[src/shared/uart_stat_pkg.sv]
// ---------------------------------------------------------------------------
// Shared constants and carriers of the UART status and soft-reset block.
// ---------------------------------------------------------------------------
package uart_stat_pkg;

   // ------------------------------------------------------------------------
   // Register byte addresses.
   // ------------------------------------------------------------------------
   localparam logic [31:0] ADDR_STATUS     = 32'h5000117C;
   localparam logic [31:0] ADDR_TX_LEVEL   = 32'h50001180;
   localparam logic [31:0] ADDR_RX_LEVEL   = 32'h50001184;
   localparam logic [31:0] ADDR_SOFT_RST   = 32'h50001188;
   localparam logic [31:0] ADDR_IRQ_STATUS = 32'h500011C0;
   localparam logic [31:0] ADDR_IRQ_MASK   = 32'h500011C4;

   // ------------------------------------------------------------------------
   // Queue geometry.
   // ------------------------------------------------------------------------
   localparam int          LEVEL_W    = 5;
   localparam logic [4:0]  FIFO_DEPTH = 5'h10;
   localparam logic [4:0]  LEVEL_ZERO = 5'h00;

   // ------------------------------------------------------------------------
   // Field positions.
   // ------------------------------------------------------------------------
   localparam int ST_BUSY      = 0;
   localparam int ST_TX_NFULL  = 1;
   localparam int ST_TX_EMPTY  = 2;
   localparam int ST_RX_NEMPTY = 3;
   localparam int ST_RX_FULL   = 4;
   localparam int SR_CTRL_RST  = 0;
   localparam int SR_RX_FLUSH  = 1;
   localparam int SR_TX_FLUSH  = 2;
   localparam int IRQ_TX_EMPTY = 0;
   localparam int IRQ_RX_AVAIL = 1;
   localparam int IRQ_RX_FULL  = 2;
   localparam int IRQ_W        = 3;

   // ------------------------------------------------------------------------
   // Reset values.
   // ------------------------------------------------------------------------
   localparam logic [2:0]  IRQ_MASK_RESET = 3'h0;
   localparam logic [31:0] RDATA_RESET    = 32'h00000000;
   localparam logic [1:0]  RSYNC_RESET    = 2'h0;

   // ------------------------------------------------------------------------
   // Carriers and state records.
   // ------------------------------------------------------------------------
   typedef struct packed {
      logic push;
      logic pop;
   } fifo_evt_t;

   typedef struct packed {
      logic [LEVEL_W-1:0] level;
   } cnt_state_t;

   typedef struct packed {
      logic [1:0] stages;
   } rsync_state_t;

   typedef struct packed {
      logic              waitreq;
      logic [31:0]       rdata;
      logic [IRQ_W-1:0]  cap_irq;
      logic              act_s1;
      logic              act_s2;
      logic              act_s3;
      logic              act_flt;
      logic              tx_flush;
      logic              rx_flush;
      logic              soft_rst_req;
      logic [IRQ_W-1:0]  irq_status;
      logic [IRQ_W-1:0]  irq_mask;
      logic              irq;
      logic              prev_tx_empty;
      logic              prev_rx_nempty;
      logic              prev_rx_full;
   } top_state_t;

endpackage : uart_stat_pkg

[src/occupancy_counter.sv]
`timescale 1ns/1ps
// ---------------------------------------------------------------------------
// Entry counter that mirrors one queue's fill level.
// ---------------------------------------------------------------------------
module occupancy_counter (
   input  wire logic                              i_core_clk,
   input  wire logic                              i_nrst,
   input  wire uart_stat_pkg::fifo_evt_t          i_evt,
   input  wire logic                              i_clear,
   output logic [uart_stat_pkg::LEVEL_W-1:0]      o_level
);

   uart_stat_pkg::cnt_state_t st_r;
   uart_stat_pkg::cnt_state_t st_nxt;

   // A clear beats any push or pop in the same cycle, so the queue is seen as empty at once.
   always_comb begin
      st_nxt = st_r;
      if (i_clear) begin
         st_nxt.level = uart_stat_pkg::LEVEL_ZERO;
      end else if (i_evt.push && !i_evt.pop && st_r.level != uart_stat_pkg::FIFO_DEPTH) begin
         st_nxt.level = st_r.level + 5'h01;
      end else if (i_evt.pop && !i_evt.push && st_r.level != uart_stat_pkg::LEVEL_ZERO) begin
         st_nxt.level = st_r.level - 5'h01;
      end
   end

   // State register.
   always_ff @(posedge i_core_clk or negedge i_nrst) begin
      if (!i_nrst) begin
         st_r.level <= uart_stat_pkg::LEVEL_ZERO;
      end else begin
         st_r <= st_nxt;
      end
   end

   assign o_level = st_r.level;

   AST_LEVEL_BOUND: assert property (@(posedge i_core_clk) disable iff (!i_nrst)
      st_r.level <= uart_stat_pkg::FIFO_DEPTH) else $error("Queue level above depth.");

endmodule : occupancy_counter

[src/reset_release_sync.sv]
`timescale 1ns/1ps
// ---------------------------------------------------------------------------
// Reset that asserts at once and releases on the second clock edge.
// ---------------------------------------------------------------------------
module reset_release_sync (
   input  wire logic i_core_clk,
   input  wire logic i_nrst,
   input  wire logic i_rst_req,
   output logic      o_rst_n
);

   uart_stat_pkg::rsync_state_t st_r;
   uart_stat_pkg::rsync_state_t st_nxt;
   logic                        arst_n;

   // The request comes from a flop, so the combined reset cannot glitch.
   assign arst_n = i_nrst & ~i_rst_req;

   // Shift a one in after release; two stages keep the release clean of metastability.
   always_comb begin
      st_nxt        = st_r;
      st_nxt.stages = {st_r.stages[0], 1'b1};
   end

   // State register with asynchronous assertion.
   always_ff @(posedge i_core_clk or negedge arst_n) begin
      if (!arst_n) begin
         st_r.stages <= uart_stat_pkg::RSYNC_RESET;
      end else begin
         st_r <= st_nxt;
      end
   end

   assign o_rst_n = st_r.stages[1];

endmodule : reset_release_sync

[src/uart_status_ctrl.sv]
`timescale 1ns/1ps
// ---------------------------------------------------------------------------
// Status, queue level and soft-reset registers of the UART.
// ---------------------------------------------------------------------------
module uart_status_ctrl (
   input  wire logic                     i_core_clk,
   input  wire logic                     i_nrst,
   // Avalon-MM slave.
   input  wire logic [31:0]              i_avs_address,
   input  wire logic                     i_avs_read,
   input  wire logic                     i_avs_write,
   input  wire logic [31:0]              i_avs_writedata,
   input  wire logic [3:0]               i_avs_byteenable,
   output logic [31:0]                   o_avs_readdata,
   output logic                          o_avs_waitrequest,
   // Queue traffic from the UART core.
   input  wire uart_stat_pkg::fifo_evt_t i_tx_evt,
   input  wire uart_stat_pkg::fifo_evt_t i_rx_evt,
   input  wire logic                     i_fcr_tx_flush,
   input  wire logic                     i_fcr_rx_flush,
   input  wire logic                     i_serial_active,
   // Controls to the UART core.
   output logic                          o_tx_flush,
   output logic                          o_rx_flush,
   output logic                          o_ctrl_rst_n,
   output logic                          o_serial_rst_n,
   output logic                          o_irq
);

   // ------------------------------------------------------------------------
   // Declarations.
   // ------------------------------------------------------------------------
   uart_stat_pkg::top_state_t                 st_r;
   uart_stat_pkg::top_state_t                 st_nxt;
   logic [uart_stat_pkg::LEVEL_W-1:0]         tx_level;
   logic [uart_stat_pkg::LEVEL_W-1:0]         rx_level;
   logic                                      ctrl_rst_n;
   logic                                      req;
   logic                                      accept;
   logic                                      tx_clear;
   logic                                      rx_clear;
   logic                                      busy;
   logic                                      tx_not_full;
   logic                                      tx_empty;
   logic                                      rx_nempty;
   logic                                      rx_full;
   logic [15:0]                               status_word;
   logic [31:0]                               rd_mux;
   logic [uart_stat_pkg::IRQ_W-1:0]           events;
   logic [uart_stat_pkg::IRQ_W-1:0]           rd_clear;

   // ------------------------------------------------------------------------
   // Queue level tracking.
   // ------------------------------------------------------------------------

   // Levels stay at zero for as long as the controller reset is held.
   assign tx_clear = st_nxt.tx_flush | ~ctrl_rst_n;
   assign rx_clear = st_nxt.rx_flush | ~ctrl_rst_n;

   occupancy_counter u_tx_count (
      .i_core_clk (i_core_clk),
      .i_nrst     (i_nrst),
      .i_evt      (i_tx_evt),
      .i_clear    (tx_clear),
      .o_level    (tx_level)
   );

   occupancy_counter u_rx_count (
      .i_core_clk (i_core_clk),
      .i_nrst     (i_nrst),
      .i_evt      (i_rx_evt),
      .i_clear    (rx_clear),
      .o_level    (rx_level)
   );

   // ------------------------------------------------------------------------
   // Controller reset generation.
   // ------------------------------------------------------------------------

   // One synchronised reset feeds both the bus side and the serial side of the core.
   reset_release_sync u_ctrl_rst (
      .i_core_clk (i_core_clk),
      .i_nrst     (i_nrst),
      .i_rst_req  (st_r.soft_rst_req),
      .o_rst_n    (ctrl_rst_n)
   );

   // ------------------------------------------------------------------------
   // Status flags.
   // ------------------------------------------------------------------------

   // Busy ignores a start bit not yet validated by the core, so it may read low briefly.
   assign busy        = st_r.act_flt | (tx_level != uart_stat_pkg::LEVEL_ZERO)
                        | (rx_level != uart_stat_pkg::LEVEL_ZERO);
   assign tx_not_full = (tx_level != uart_stat_pkg::FIFO_DEPTH);
   assign tx_empty    = (tx_level == uart_stat_pkg::LEVEL_ZERO);
   assign rx_nempty   = (rx_level != uart_stat_pkg::LEVEL_ZERO);
   assign rx_full     = (rx_level == uart_stat_pkg::FIFO_DEPTH);

   // Pack the flag word; upper bits read as zero.
   always_comb begin
      status_word                              = 16'h0000;
      status_word[uart_stat_pkg::ST_BUSY]      = busy;
      status_word[uart_stat_pkg::ST_TX_NFULL]  = tx_not_full;
      status_word[uart_stat_pkg::ST_TX_EMPTY]  = tx_empty;
      status_word[uart_stat_pkg::ST_RX_NEMPTY] = rx_nempty;
      status_word[uart_stat_pkg::ST_RX_FULL]   = rx_full;
   end

   // ------------------------------------------------------------------------
   // Read multiplexer.
   // ------------------------------------------------------------------------

   // Unmapped addresses and the write-only reset register read as zero.
   always_comb begin
      rd_mux = 32'h00000000;
      case (i_avs_address)
         uart_stat_pkg::ADDR_STATUS:     rd_mux = {16'h0000, status_word};
         uart_stat_pkg::ADDR_TX_LEVEL:   rd_mux = {27'h0000000, tx_level};
         uart_stat_pkg::ADDR_RX_LEVEL:   rd_mux = {27'h0000000, rx_level};
         uart_stat_pkg::ADDR_SOFT_RST:   rd_mux = 32'h00000000;
         uart_stat_pkg::ADDR_IRQ_STATUS: rd_mux = {29'h00000000, st_r.irq_status};
         uart_stat_pkg::ADDR_IRQ_MASK:   rd_mux = {29'h00000000, st_r.irq_mask};
         default:                        rd_mux = 32'h00000000;
      endcase
   end

   // ------------------------------------------------------------------------
   // Bus handshake and event detection.
   // ------------------------------------------------------------------------

   // A request is answered one cycle after it is seen; it takes effect when waitrequest is low.
   assign req    = i_avs_read | i_avs_write;
   assign accept = req & ~st_r.waitreq;

   // Rising edges of the queue flags are the interrupt events.
   always_comb begin
      events                              = '0;
      events[uart_stat_pkg::IRQ_TX_EMPTY] = tx_empty & ~st_r.prev_tx_empty;
      events[uart_stat_pkg::IRQ_RX_AVAIL] = rx_nempty & ~st_r.prev_rx_nempty;
      events[uart_stat_pkg::IRQ_RX_FULL]  = rx_full & ~st_r.prev_rx_full;
   end

   // Only bits actually returned to software are cleared, so a later event survives the read.
   assign rd_clear = (accept && i_avs_read && i_avs_address == uart_stat_pkg::ADDR_IRQ_STATUS)
                     ? st_r.cap_irq : '0;

   // ------------------------------------------------------------------------
   // Next-state logic.
   // ------------------------------------------------------------------------
   always_comb begin
      st_nxt              = st_r;
      st_nxt.waitreq      = 1'b1;
      st_nxt.tx_flush     = i_fcr_tx_flush;
      st_nxt.rx_flush     = i_fcr_rx_flush;
      st_nxt.soft_rst_req = 1'b0;

      // Three-stage capture of the serial activity level; a change counts when stages two and three agree.
      st_nxt.act_s1 = i_serial_active;
      st_nxt.act_s2 = st_r.act_s1;
      st_nxt.act_s3 = st_r.act_s2;
      if (st_r.act_s2 == st_r.act_s3) begin
         st_nxt.act_flt = st_r.act_s2;
      end

      st_nxt.prev_tx_empty  = tx_empty;
      st_nxt.prev_rx_nempty = rx_nempty;
      st_nxt.prev_rx_full   = rx_full;

      // First cycle of a request: capture read data and drop waitrequest.
      if (req && st_r.waitreq) begin
         st_nxt.waitreq = 1'b0;
         st_nxt.rdata   = i_avs_read ? rd_mux : 32'h00000000;
         st_nxt.cap_irq = st_r.irq_status;
      end

      // Completing edge: writes take effect; zeros written to the reset register do nothing.
      if (accept && i_avs_write && i_avs_byteenable[0]) begin
         case (i_avs_address)
            uart_stat_pkg::ADDR_SOFT_RST: begin
               if (i_avs_writedata[uart_stat_pkg::SR_TX_FLUSH]) begin
                  st_nxt.tx_flush = 1'b1;
               end
               if (i_avs_writedata[uart_stat_pkg::SR_RX_FLUSH]) begin
                  st_nxt.rx_flush = 1'b1;
               end
               if (i_avs_writedata[uart_stat_pkg::SR_CTRL_RST]) begin
                  st_nxt.soft_rst_req = 1'b1;
               end
            end
            uart_stat_pkg::ADDR_IRQ_MASK: begin
               st_nxt.irq_mask = i_avs_writedata[uart_stat_pkg::IRQ_W-1:0];
            end
            default: begin
               st_nxt.irq_mask = st_r.irq_mask;
            end
         endcase
      end

      // Set wins over the read clear.
      st_nxt.irq_status = (st_r.irq_status & ~rd_clear) | events;
      st_nxt.irq        = |(st_nxt.irq_status & st_nxt.irq_mask);
   end

   // ------------------------------------------------------------------------
   // State register.
   // ------------------------------------------------------------------------
   always_ff @(posedge i_core_clk or negedge i_nrst) begin
      if (!i_nrst) begin
         st_r.waitreq        <= 1'b1;
         st_r.rdata          <= uart_stat_pkg::RDATA_RESET;
         st_r.cap_irq        <= '0;
         st_r.act_s1         <= 1'b0;
         st_r.act_s2         <= 1'b0;
         st_r.act_s3         <= 1'b0;
         st_r.act_flt        <= 1'b0;
         st_r.tx_flush       <= 1'b0;
         st_r.rx_flush       <= 1'b0;
         st_r.soft_rst_req   <= 1'b0;
         st_r.irq_status     <= '0;
         st_r.irq_mask       <= uart_stat_pkg::IRQ_MASK_RESET;
         st_r.irq            <= 1'b0;
         st_r.prev_tx_empty  <= 1'b1;
         st_r.prev_rx_nempty <= 1'b0;
         st_r.prev_rx_full   <= 1'b0;
      end else begin
         st_r <= st_nxt;
      end
   end

   // ------------------------------------------------------------------------
   // Outputs.
   // ------------------------------------------------------------------------
   assign o_avs_readdata    = st_r.rdata;
   assign o_avs_waitrequest = st_r.waitreq;
   assign o_tx_flush        = st_r.tx_flush;
   assign o_rx_flush        = st_r.rx_flush;
   assign o_ctrl_rst_n      = ctrl_rst_n;
   assign o_serial_rst_n    = ctrl_rst_n;
   assign o_irq             = st_r.irq;

   // ------------------------------------------------------------------------
   // Assertions.
   // ------------------------------------------------------------------------
   AST_TX_NOT_FULL: assert property (@(posedge i_core_clk) disable iff (!i_nrst)
      (i_avs_read && st_r.waitreq && i_avs_address == uart_stat_pkg::ADDR_STATUS)
      |=> o_avs_readdata[1] == ($past(tx_level) != uart_stat_pkg::FIFO_DEPTH))
      else $error("Transmit not-full flag wrong.");

   AST_BUSY_FLAG: assert property (@(posedge i_core_clk) disable iff (!i_nrst)
      (i_avs_read && st_r.waitreq && i_avs_address == uart_stat_pkg::ADDR_STATUS
       && (tx_level != uart_stat_pkg::LEVEL_ZERO)) |=> o_avs_readdata[0] && !o_avs_waitrequest)
      else $error("Busy flag low with data queued.");

   AST_BUSY_IDLE: assert property (@(posedge i_core_clk) disable iff (!i_nrst)
      (i_avs_read && st_r.waitreq && i_avs_address == uart_stat_pkg::ADDR_STATUS && !st_r.act_flt
       && tx_level == uart_stat_pkg::LEVEL_ZERO && rx_level == uart_stat_pkg::LEVEL_ZERO)
      |=> !o_avs_readdata[0]) else $error("Busy flag high while idle.");

   AST_ACTIVE_DELAY: assert property (@(posedge i_core_clk) disable iff (!i_nrst)
      $rose(st_r.act_flt) |-> ($past(i_serial_active, 3) && $past(i_serial_active, 4)))
      else $error("Serial activity taken without stable capture.");

   AST_TX_LEVEL: assert property (@(posedge i_core_clk) disable iff (!i_nrst)
      (i_avs_read && st_r.waitreq && i_avs_address == uart_stat_pkg::ADDR_TX_LEVEL)
      |=> o_avs_readdata == {27'h0000000, $past(tx_level)}) else $error("Transmit level wrong.");

   AST_RX_LEVEL: assert property (@(posedge i_core_clk) disable iff (!i_nrst)
      (i_avs_read && st_r.waitreq && i_avs_address == uart_stat_pkg::ADDR_RX_LEVEL)
      |=> o_avs_readdata == {27'h0000000, $past(rx_level)}) else $error("Receive level wrong.");

   AST_TX_FLUSH: assert property (@(posedge i_core_clk) disable iff (!i_nrst)
      (accept && i_avs_write && i_avs_byteenable[0] && i_avs_address == uart_stat_pkg::ADDR_SOFT_RST
       && i_avs_writedata[2]) |=> o_tx_flush && tx_level == uart_stat_pkg::LEVEL_ZERO)
      else $error("Transmit flush did not empty queue.");

   AST_RX_FLUSH: assert property (@(posedge i_core_clk) disable iff (!i_nrst)
      (accept && i_avs_write && i_avs_byteenable[0] && i_avs_address == uart_stat_pkg::ADDR_SOFT_RST
       && i_avs_writedata[1]) |=> o_rx_flush && rx_level == uart_stat_pkg::LEVEL_ZERO)
      else $error("Receive flush did not empty queue.");

   AST_FCR_FLUSH: assert property (@(posedge i_core_clk) disable iff (!i_nrst)
      (i_fcr_tx_flush || i_fcr_rx_flush) |=> ((o_tx_flush == $past(i_fcr_tx_flush)) || o_tx_flush)
      && ((o_rx_flush == $past(i_fcr_rx_flush)) || o_rx_flush) && (o_tx_flush || o_rx_flush))
      else $error("Control register flush not forwarded.");

   AST_CTRL_RESET: assert property (@(posedge i_core_clk) disable iff (!i_nrst)
      (accept && i_avs_write && i_avs_byteenable[0] && i_avs_address == uart_stat_pkg::ADDR_SOFT_RST
       && i_avs_writedata[0]) |=> !o_ctrl_rst_n [*3] ##1 o_ctrl_rst_n)
      else $error("Controller reset timing wrong.");

   AST_SERIAL_RESET: assert property (@(posedge i_core_clk) disable iff (!i_nrst)
      $fell(o_ctrl_rst_n) |-> !o_serial_rst_n ##1 !o_serial_rst_n ##1 !o_serial_rst_n)
      else $error("Serial side reset not held.");

   AST_RX_NEMPTY: assert property (@(posedge i_core_clk) disable iff (!i_nrst)
      (i_avs_read && st_r.waitreq && i_avs_address == uart_stat_pkg::ADDR_STATUS)
      |=> o_avs_readdata[3] == ($past(rx_level) != uart_stat_pkg::LEVEL_ZERO))
      else $error("Receive not-empty flag wrong.");

   AST_TX_EMPTY: assert property (@(posedge i_core_clk) disable iff (!i_nrst)
      (i_avs_read && st_r.waitreq && i_avs_address == uart_stat_pkg::ADDR_STATUS)
      |=> o_avs_readdata[2] == ($past(tx_level) == uart_stat_pkg::LEVEL_ZERO))
      else $error("Transmit empty flag wrong.");

   AST_SOFT_RST_READ: assert property (@(posedge i_core_clk) disable iff (!i_nrst)
      (i_avs_read && st_r.waitreq && i_avs_address == uart_stat_pkg::ADDR_SOFT_RST)
      |=> o_avs_readdata == 32'h00000000) else $error("Reset register read not zero.");

   AST_IRQ_LEVEL: assert property (@(posedge i_core_clk) disable iff (!i_nrst)
      o_irq == |(st_r.irq_status & st_r.irq_mask)) else $error("Interrupt output mismatch.");

endmodule : uart_status_ctrl

[config.mk]
export PLATFORM = sky130hd
export DESIGN_NAME = uart_status_ctrl
export DESIGN_NICKNAME = d
export VERILOG_FILES = /design/src/shared/uart_stat_pkg.sv /design/src/occupancy_counter.sv /design/src/reset_release_sync.sv /design/src/uart_status_ctrl.sv
export SDC_FILE = /design/constraint.sdc
export NUM_CORES = 1
export LEC_CHECK = 0
export BUFFER_PORTS_ARGS = -buffer_cell sky130_fd_sc_hd__buf_2
export CAP_MARGIN = 20
export CELL_PAD_IN_SITES_DETAIL_PLACEMENT = 0
export CELL_PAD_IN_SITES_GLOBAL_PLACEMENT = 1
export CORE_MARGIN = 5
export CORE_UTILIZATION = 36
export CTS_CLUSTER_DIAMETER = 80
export DETAILED_ROUTE_END_ITERATION = 10
export MAX_ROUTING_LAYER = met4
export PLACE_DENSITY_LB_ADDON = 0.1
export SLEW_MARGIN = 15
export SYNTH_ARGS = -nofsm -noshare
export SYNTH_HDL_FRONTEND = slang
export SYNTH_SLANG_ARGS = --single-unit
[constraint.sdc]
create_clock -name i_core_clk -period 1.1 [get_ports i_core_clk]
set_clock_uncertainty 0.05 [all_clocks]
set_input_delay 0.22 -clock i_core_clk [delete_from_list [all_inputs] [get_ports i_core_clk]]
set_output_delay 0.22 -clock i_core_clk [all_outputs]
set_load 0.005 [all_outputs]
After elaboration in Yosys (flattened, before gate mapping) --
Index checks and enable logic that the tools add are counted.
Word-level totals: register bits after elaboration 65, latch bits 0, memory bits (writable) 0, bits in read-only memories 0, input port bits 79, output and inout port bits 38, logic and storage cells 93, memories kept 0
Cells by class: add/sub/neg operators 4, $mul 0, div/mod/pow operators 0, magnitude comparators 0, eq/ne operators 10, shift operators 0, multiplexer cells 17, bitwise gates (word level) 20, reductions and logical operators 23
Operator list (number):
- equality test 32 x 31 -> 1 bit, second input constant | 6
- 2-to-1 mux 36 bit | 1
- 2-to-1 mux 32 bit | 1
- 2-to-1 mux 5 bit | 6
- one-hot mux 5 bit (5 select lines) | 1
- 2-to-1 mux 3 bit | 5
- logical AND 1 bit | 13
- adder 5 x 1 -> 5 bit, second input constant | 2
- inequality test 5 bit, second input constant | 2
- nonzero test 5 bit | 2
- subtractor 5 x 1 -> 5 bit, second input constant | 2
- bitwise AND 3 bit | 2
- NOT 1 bit | 6
- nonzero test 3 bit | 2
- bitwise AND 1 bit | 5
- equality test 5 bit, second input constant | 1
- zero test 5 bit | 1
- OR 1 bit | 5
- zero test 1 bit | 4
- 2-to-1 mux 1 bit | 3
- NOT 3 bit | 1
- OR 3 bit | 1
- OR reduction 3 bit | 1
- equality test 1 bit | 1

Logic depth before layout (Yosys ltp) --
word-level depth 10, depth in mapped cells 10

Hierarchy --
Synthesis repeated with hierarchy kept, for this count alone.
Second synthesis, totals: cells, all modules 249, area, all modules 2444.8 um2
Modules (own cells, without submodules):
- uart_status_ctrl | instances 1, cells an instance 155, area each 1559.0 um2, seq. area each 653.1 um2
- occupancy_counter | instances 2, cells an instance 45, area each 409.1 um2, seq. area each 125.1 um2
- reset_release_sync | instances 1, cells an instance 4, area each 67.6 um2, seq. area each 50.0 um2

Least setup slack after synthesis --
No wires, ideal clock.
path kind flip-flop to flip-flop, start point register u_rx_count.st_r (netlist bit u_rx_count.o_level[0]), end point register u_rx_count.st_r (netlist bit u_rx_count.o_level[4]), arrival time 2.389 ns, required time 0.956 ns, slack -1.433 ns, stages on the path, launching flop included 11, clock period less this slack 2.533 ns, cells stage by stage dfrtp_1 > nor4_2 > and2_1 > or2_1 > ha_1 > a21o_1 > a21oi_1 > nand2_1 > o32ai_1 > nor2_1 > a211oi_1
Between the ends: longest elaborated chain between the ends 4
RTL lines:
- from (decl) | line occupancy_counter.sv:13 | uart_stat_pkg::cnt_state_t st_r;
- from (signal assigned) | line occupancy_counter.sv:33 | st_r <= st_nxt;
- subtractor 5 x 1 -> 5 bit or inequality test 5 bit (tied branches) | line occupancy_counter.sv:24, occupancy_counter.sv:21
- 2-to-1 mux 5 bit or logical AND 1 bit (tied branches) | line occupancy_counter.sv:23, occupancy_counter.sv:21
- 2-to-1 mux 5 bit | line occupancy_counter.sv:21 | end else if (i_evt.push && !i_evt.pop && st_r.level != uart_stat_pkg::FIFO_DEPTH) begin
- 2-to-1 mux 5 bit | line occupancy_counter.sv:19 | if (i_clear) begin
Several ways; a longest one is shown, not always the timed one. The select of a mux whose other input is x is not followed. A chain may end at the register's enable or synchronous reset.

Worst setup path after layout --
start point register u_rx_count.st_r (netlist bit u_rx_count.o_level[1]), end point register u_rx_count.st_r (netlist bit u_rx_count.o_level[4])
The elaborated chain is that of the path after synthesis.

==> results.md <==
- Total CTS buffers: 5
- Pins over their slew limit: 0
- Reg2reg start: u_rx_count.o_level[1]$_DFFE_PN0P_
- Min cycle time layout: 2210 ps
- Global-route wire length before repair: about 10000 microns
- Cell variety after synth: between 50 and 60
- Worst vdd ir: ~1 mV
- Hold Path Stages: 2
- Crit-path max FO: 4
- Maximum number of pins on one net before global-route repair: 14
- Share of synthesized flip-flops with an asynchronous set or reset: 100%
- Number of global-route vias before repair: just over 2000
- Count of clock tree sinks: 38
- Die outline height: between 90 and 100 microns
- Top achievable clock speed: 453 MHz
- Post-synthesis instance total: between 200 and 250
- Synthesized flop and latch total: 38
- Clock-pin transition on the worst setup and hold timing paths: 70 ps
- DRC marker count from the first detailed-route iteration: 72
- Unrepaired setup endpoints after global routing: true
- Final hold violation count: 0
- Post-detailed-routing wire length: between 6000 and 7000 microns
- Syn Area/Cell: between 10 and 15 sq um
- Failing checks: negative setup slack
- Share of layout cells above drive strength 1: roughly three fifths
- Number of nets in the layout: roughly 450
- Post-route clock period utilization: 201%
- Drc violations: 0
- Setup Crit Path Kind: reg2reg
- CP Cell Sequence: nor4_4, and2_4, or2_4, ha_4, a21o_1, a21oi_2, nand2_2, buf_4, o32ai_2, a211oi_2
- Max incr delay on CP: between 400 and 500 ps
- Area enclosed by the die boundary: a little over 8000 sq um
- Area of all placed cells without fillers: 3750 sq um
- Clock Path Buffers: 2
- TritonCTS clock tree: built
- Detailed placer's ending HPWL: 4950 microns
- Crit path launch type: register
- Critical path launch point: u_rx_count.o_level[1]$_DFFE_PN0P_
- Worst EP required: 1210 ps
- IO Pins: ~120
- Placeable Area: 6350 sq um
- Fraction of the yosys area taken by sequential cells: between 40% and 50%
- Clock latency on the worst-skew pair: ~290 ps
- Hold slack final: 91.7 ps
- Min-delay worst type: in2reg
- Summed negative setup slack over all endpoints: -17180 ps
- Count of flip-flops with a built-in enable after synthesis: 0
- Count of max-cap constraint violations: 0
- Post-detailed-placement cell area: approximately 3200 sq um
- Number of cell rows: 29
- Arr. time, crit path: approximately 2300 ps
- Remaining global-route overflow: 0
- Avg WL per Cell: between 10 and 15 microns
- Die W: 90.9 microns
- Via-per-instance ratio: between 4 and 5
- Root buffer selected by CTS: clkbuf_8
- Result of the run: finished with violations
- Internal reg-to-reg setup slack: -1110 ps
- Endpoints failing setup: 31
- Pwr dens: about 1000 nW/um^2
- Kind of end point of the critical path: register
- Layout Area Growth over Synthesis: 59.1%
- Global-route usage over all layers: approximately 15%
- Cell area after synthesis: around 2400 sq um
- Endpoint of the lowest-slack register-to-register path: u_rx_count.o_level[4]$_DFFE_PN0P_
- Initial cell density of the core: a little under two fifths
- Reported leakage power: roughly 1.8 nW
- Post-DRT Antenna Nets: 0
- Count of yosys warnings during synthesis: 0
- Number of antenna violations at the first check in global routing: 0
- Cell at the slowest stage of the critical path: dfrtp_2
- Worst r2r path cells: 10
- Capture point of the critical path: u_rx_count.o_level[4]$_DFFE_PN0P_
- Number of detailed-route iterations in the first pass: 4
- Worst Setup Slack, final: -1110 ps
- Number of levels the H-tree was split into: 2
- Routability-driven placement congestion ratio: approximately 0.79
- Inserted Diodes: 0
- Via count: around 2000
- Dominant register cell in the synthesized netlist: dfrtp_1
- Count of port buffers added during placement: 57
## flip-flops by register name (all words and copies together) (netlist names), 2 cells and up
register and cells:
o_avs_readdata 5, st_nxt 2, st_r 15, u_ctrl_rst.st_r 2
u_rx_count.o_level 5, u_tx_count.o_level 5
## routing by layer
layer / vias to the layer above / track usage [%] / wire length, microns
li1: 1010 / - / -
met1: 980 / 20.0 / 2650
met2: 55 / 24.8 / 3090
met3: 5 / 3.08 / 351
met4: 0 / 2.57 / 34
met5: - / - / 0
## placed cells by master (no fill, tap or decap), types with 3 or more instances in the layout
cell type and instances:
a21o_1 5, a21oi_2 4, a22oi_2 3, buf_2 53, buf_4 64, buf_6 22
clkbuf_8 5, conb_1 28, dfrtp_1 32, dfrtp_2 4, ha_4 4, inv_1 4
mux2_2 4, mux2_4 3, mux2i_1 5, mux4_2 3, nand2_1 11, nand2_2 3
nand2b_1 4, nand3b_1 3, nand4_1 4, nor2_1 12, nor2_4 3, nor2b_1 3
nor3_2 3, nor4_4 5, o21ai_1 5, o21ai_4 3, xnor2_1 5
## worst min path at each step
stage,startpoint,to
global route,i_fcr_tx_flush,o_tx_flush$_DFF_PN0_
floorplan,i_nrst,o_avs_readdata[0]$_DFFE_PN0P_
finish,i_fcr_rx_flush,o_rx_flush$_DFF_PN0_
global placement,i_nrst,st_r[8]$_DFF_PN0_
CTS,i_fcr_rx_flush,o_rx_flush$_DFF_PN0_
detailed placement,i_nrst,st_r[8]$_DFF_PN0_
## worst max-delay path: cells and delay by family, from the launching register on
kind                       cells  cell delay (ps)
DFF                            1              430
buffers and inverters          1              130
AOI/OAI and AO/OA              4              570
adders and majority gates      1              200
and+or+nand+nor                4              720
## cell families (layout without fill, tap and decap cells)
logic type | count (synthesis) | in the layout | share of synthesized area (%)
AO/OA/AOI/OAI | 34 | 34 | 9.82
XOR/XNOR | 6 | 6 | 2.23
adder cells (fa/ha/maj) | 9 | 9 | 5.31
buffers and inverters | 41 | 155 | 11.8
flip-flops | 38 | 38 | 40.4
multiplexers | 15 | 15 | 8.49
other | 2 | 28 | 0.319
AND/OR/NAND/NOR | 76 | 76 | 21.5
## cell type report
cell class | instances | area (sq um)
Tap cell | 77 | 96.3
Clock inverter | 1 | 30.0
Clock buffer | 7 | 76.3
Multi-Input combinational cell | 168 | 1550
Timing Repair Buffer | 141 | 1010
Fill cell | 552 | 2600
Sequential cell | 38 | 958
Inverter | 6 | 25.0
## power breakdown
part	total, W	internal (W)	switching, W	leakage (nW)
clock network	0.00117	0.000679	0.000486	0.0524
logic	0.00115	0.000642	0.000512	1.27
registers	0.00157	0.00150	0.0000678	0.471
total	0.00389	0.00282	0.00107	1.79
## Yosys cell counts, types with 2 or more instances
library cell | number | area share (%)
a211oi_1 | 3 | 0.96
a21o_1 | 5 | 1.6
a21oi_1 | 4 | 0.85
a22o_1 | 2 | 0.74
a22oi_1 | 3 | 0.96
and2_1 | 2 | 0.53
buf_4 | 33 | 11
conb_1 | 2 | 0.32
dfrtp_1 | 36 | 38
dfstp_2 | 2 | 2.2
fa_1 | 2 | 1.7
ha_1 | 6 | 3.2
inv_1 | 6 | 0.96
mux2_2 | 6 | 2.9
mux2i_1 | 5 | 2.1
mux4_2 | 3 | 2.9
nand2_1 | 16 | 2.5
nand2b_1 | 4 | 1.1
nand3_1 | 3 | 0.64
nand3b_1 | 3 | 0.96
nand4_1 | 4 | 1.1
nor2_1 | 15 | 2.4
nor2b_1 | 5 | 1.3
nor3_1 | 4 | 0.85
nor4_1 | 4 | 1.1
nor4_4 | 3 | 2.7
o21ai_0 | 2 | 0.42
o21ai_1 | 7 | 1.5
o32ai_1 | 2 | 0.74
xnor2_1 | 6 | 2.2
## timing repair
action | CTS | global route
setup buffers | 12 | 7
pin swaps | 36 | 25
resized for setup | 44 | 16
cloned | 0 | 0
endpoints found under the hold margin | 8 | 0
hold buffers | 2 | 0
setup endpoints to repair | 33 | 36
## through the flow
step	power, W	std cells	util (%)	worst slack (ps)
3_3_place_gp	0.00249	414	51.1	-1150
3_5_place_dp	0.00251	414	51.1	-1200
2_1_floorplan	0.00211	247	-	-1200
5_1_grt	0.00410	438	59.1	-1250
4_1_cts	0.00385	434	57.4	-1160
6_report	0.00389	438	59.1	-1110
No activity file was read; power rests on OpenSTA's default activity.
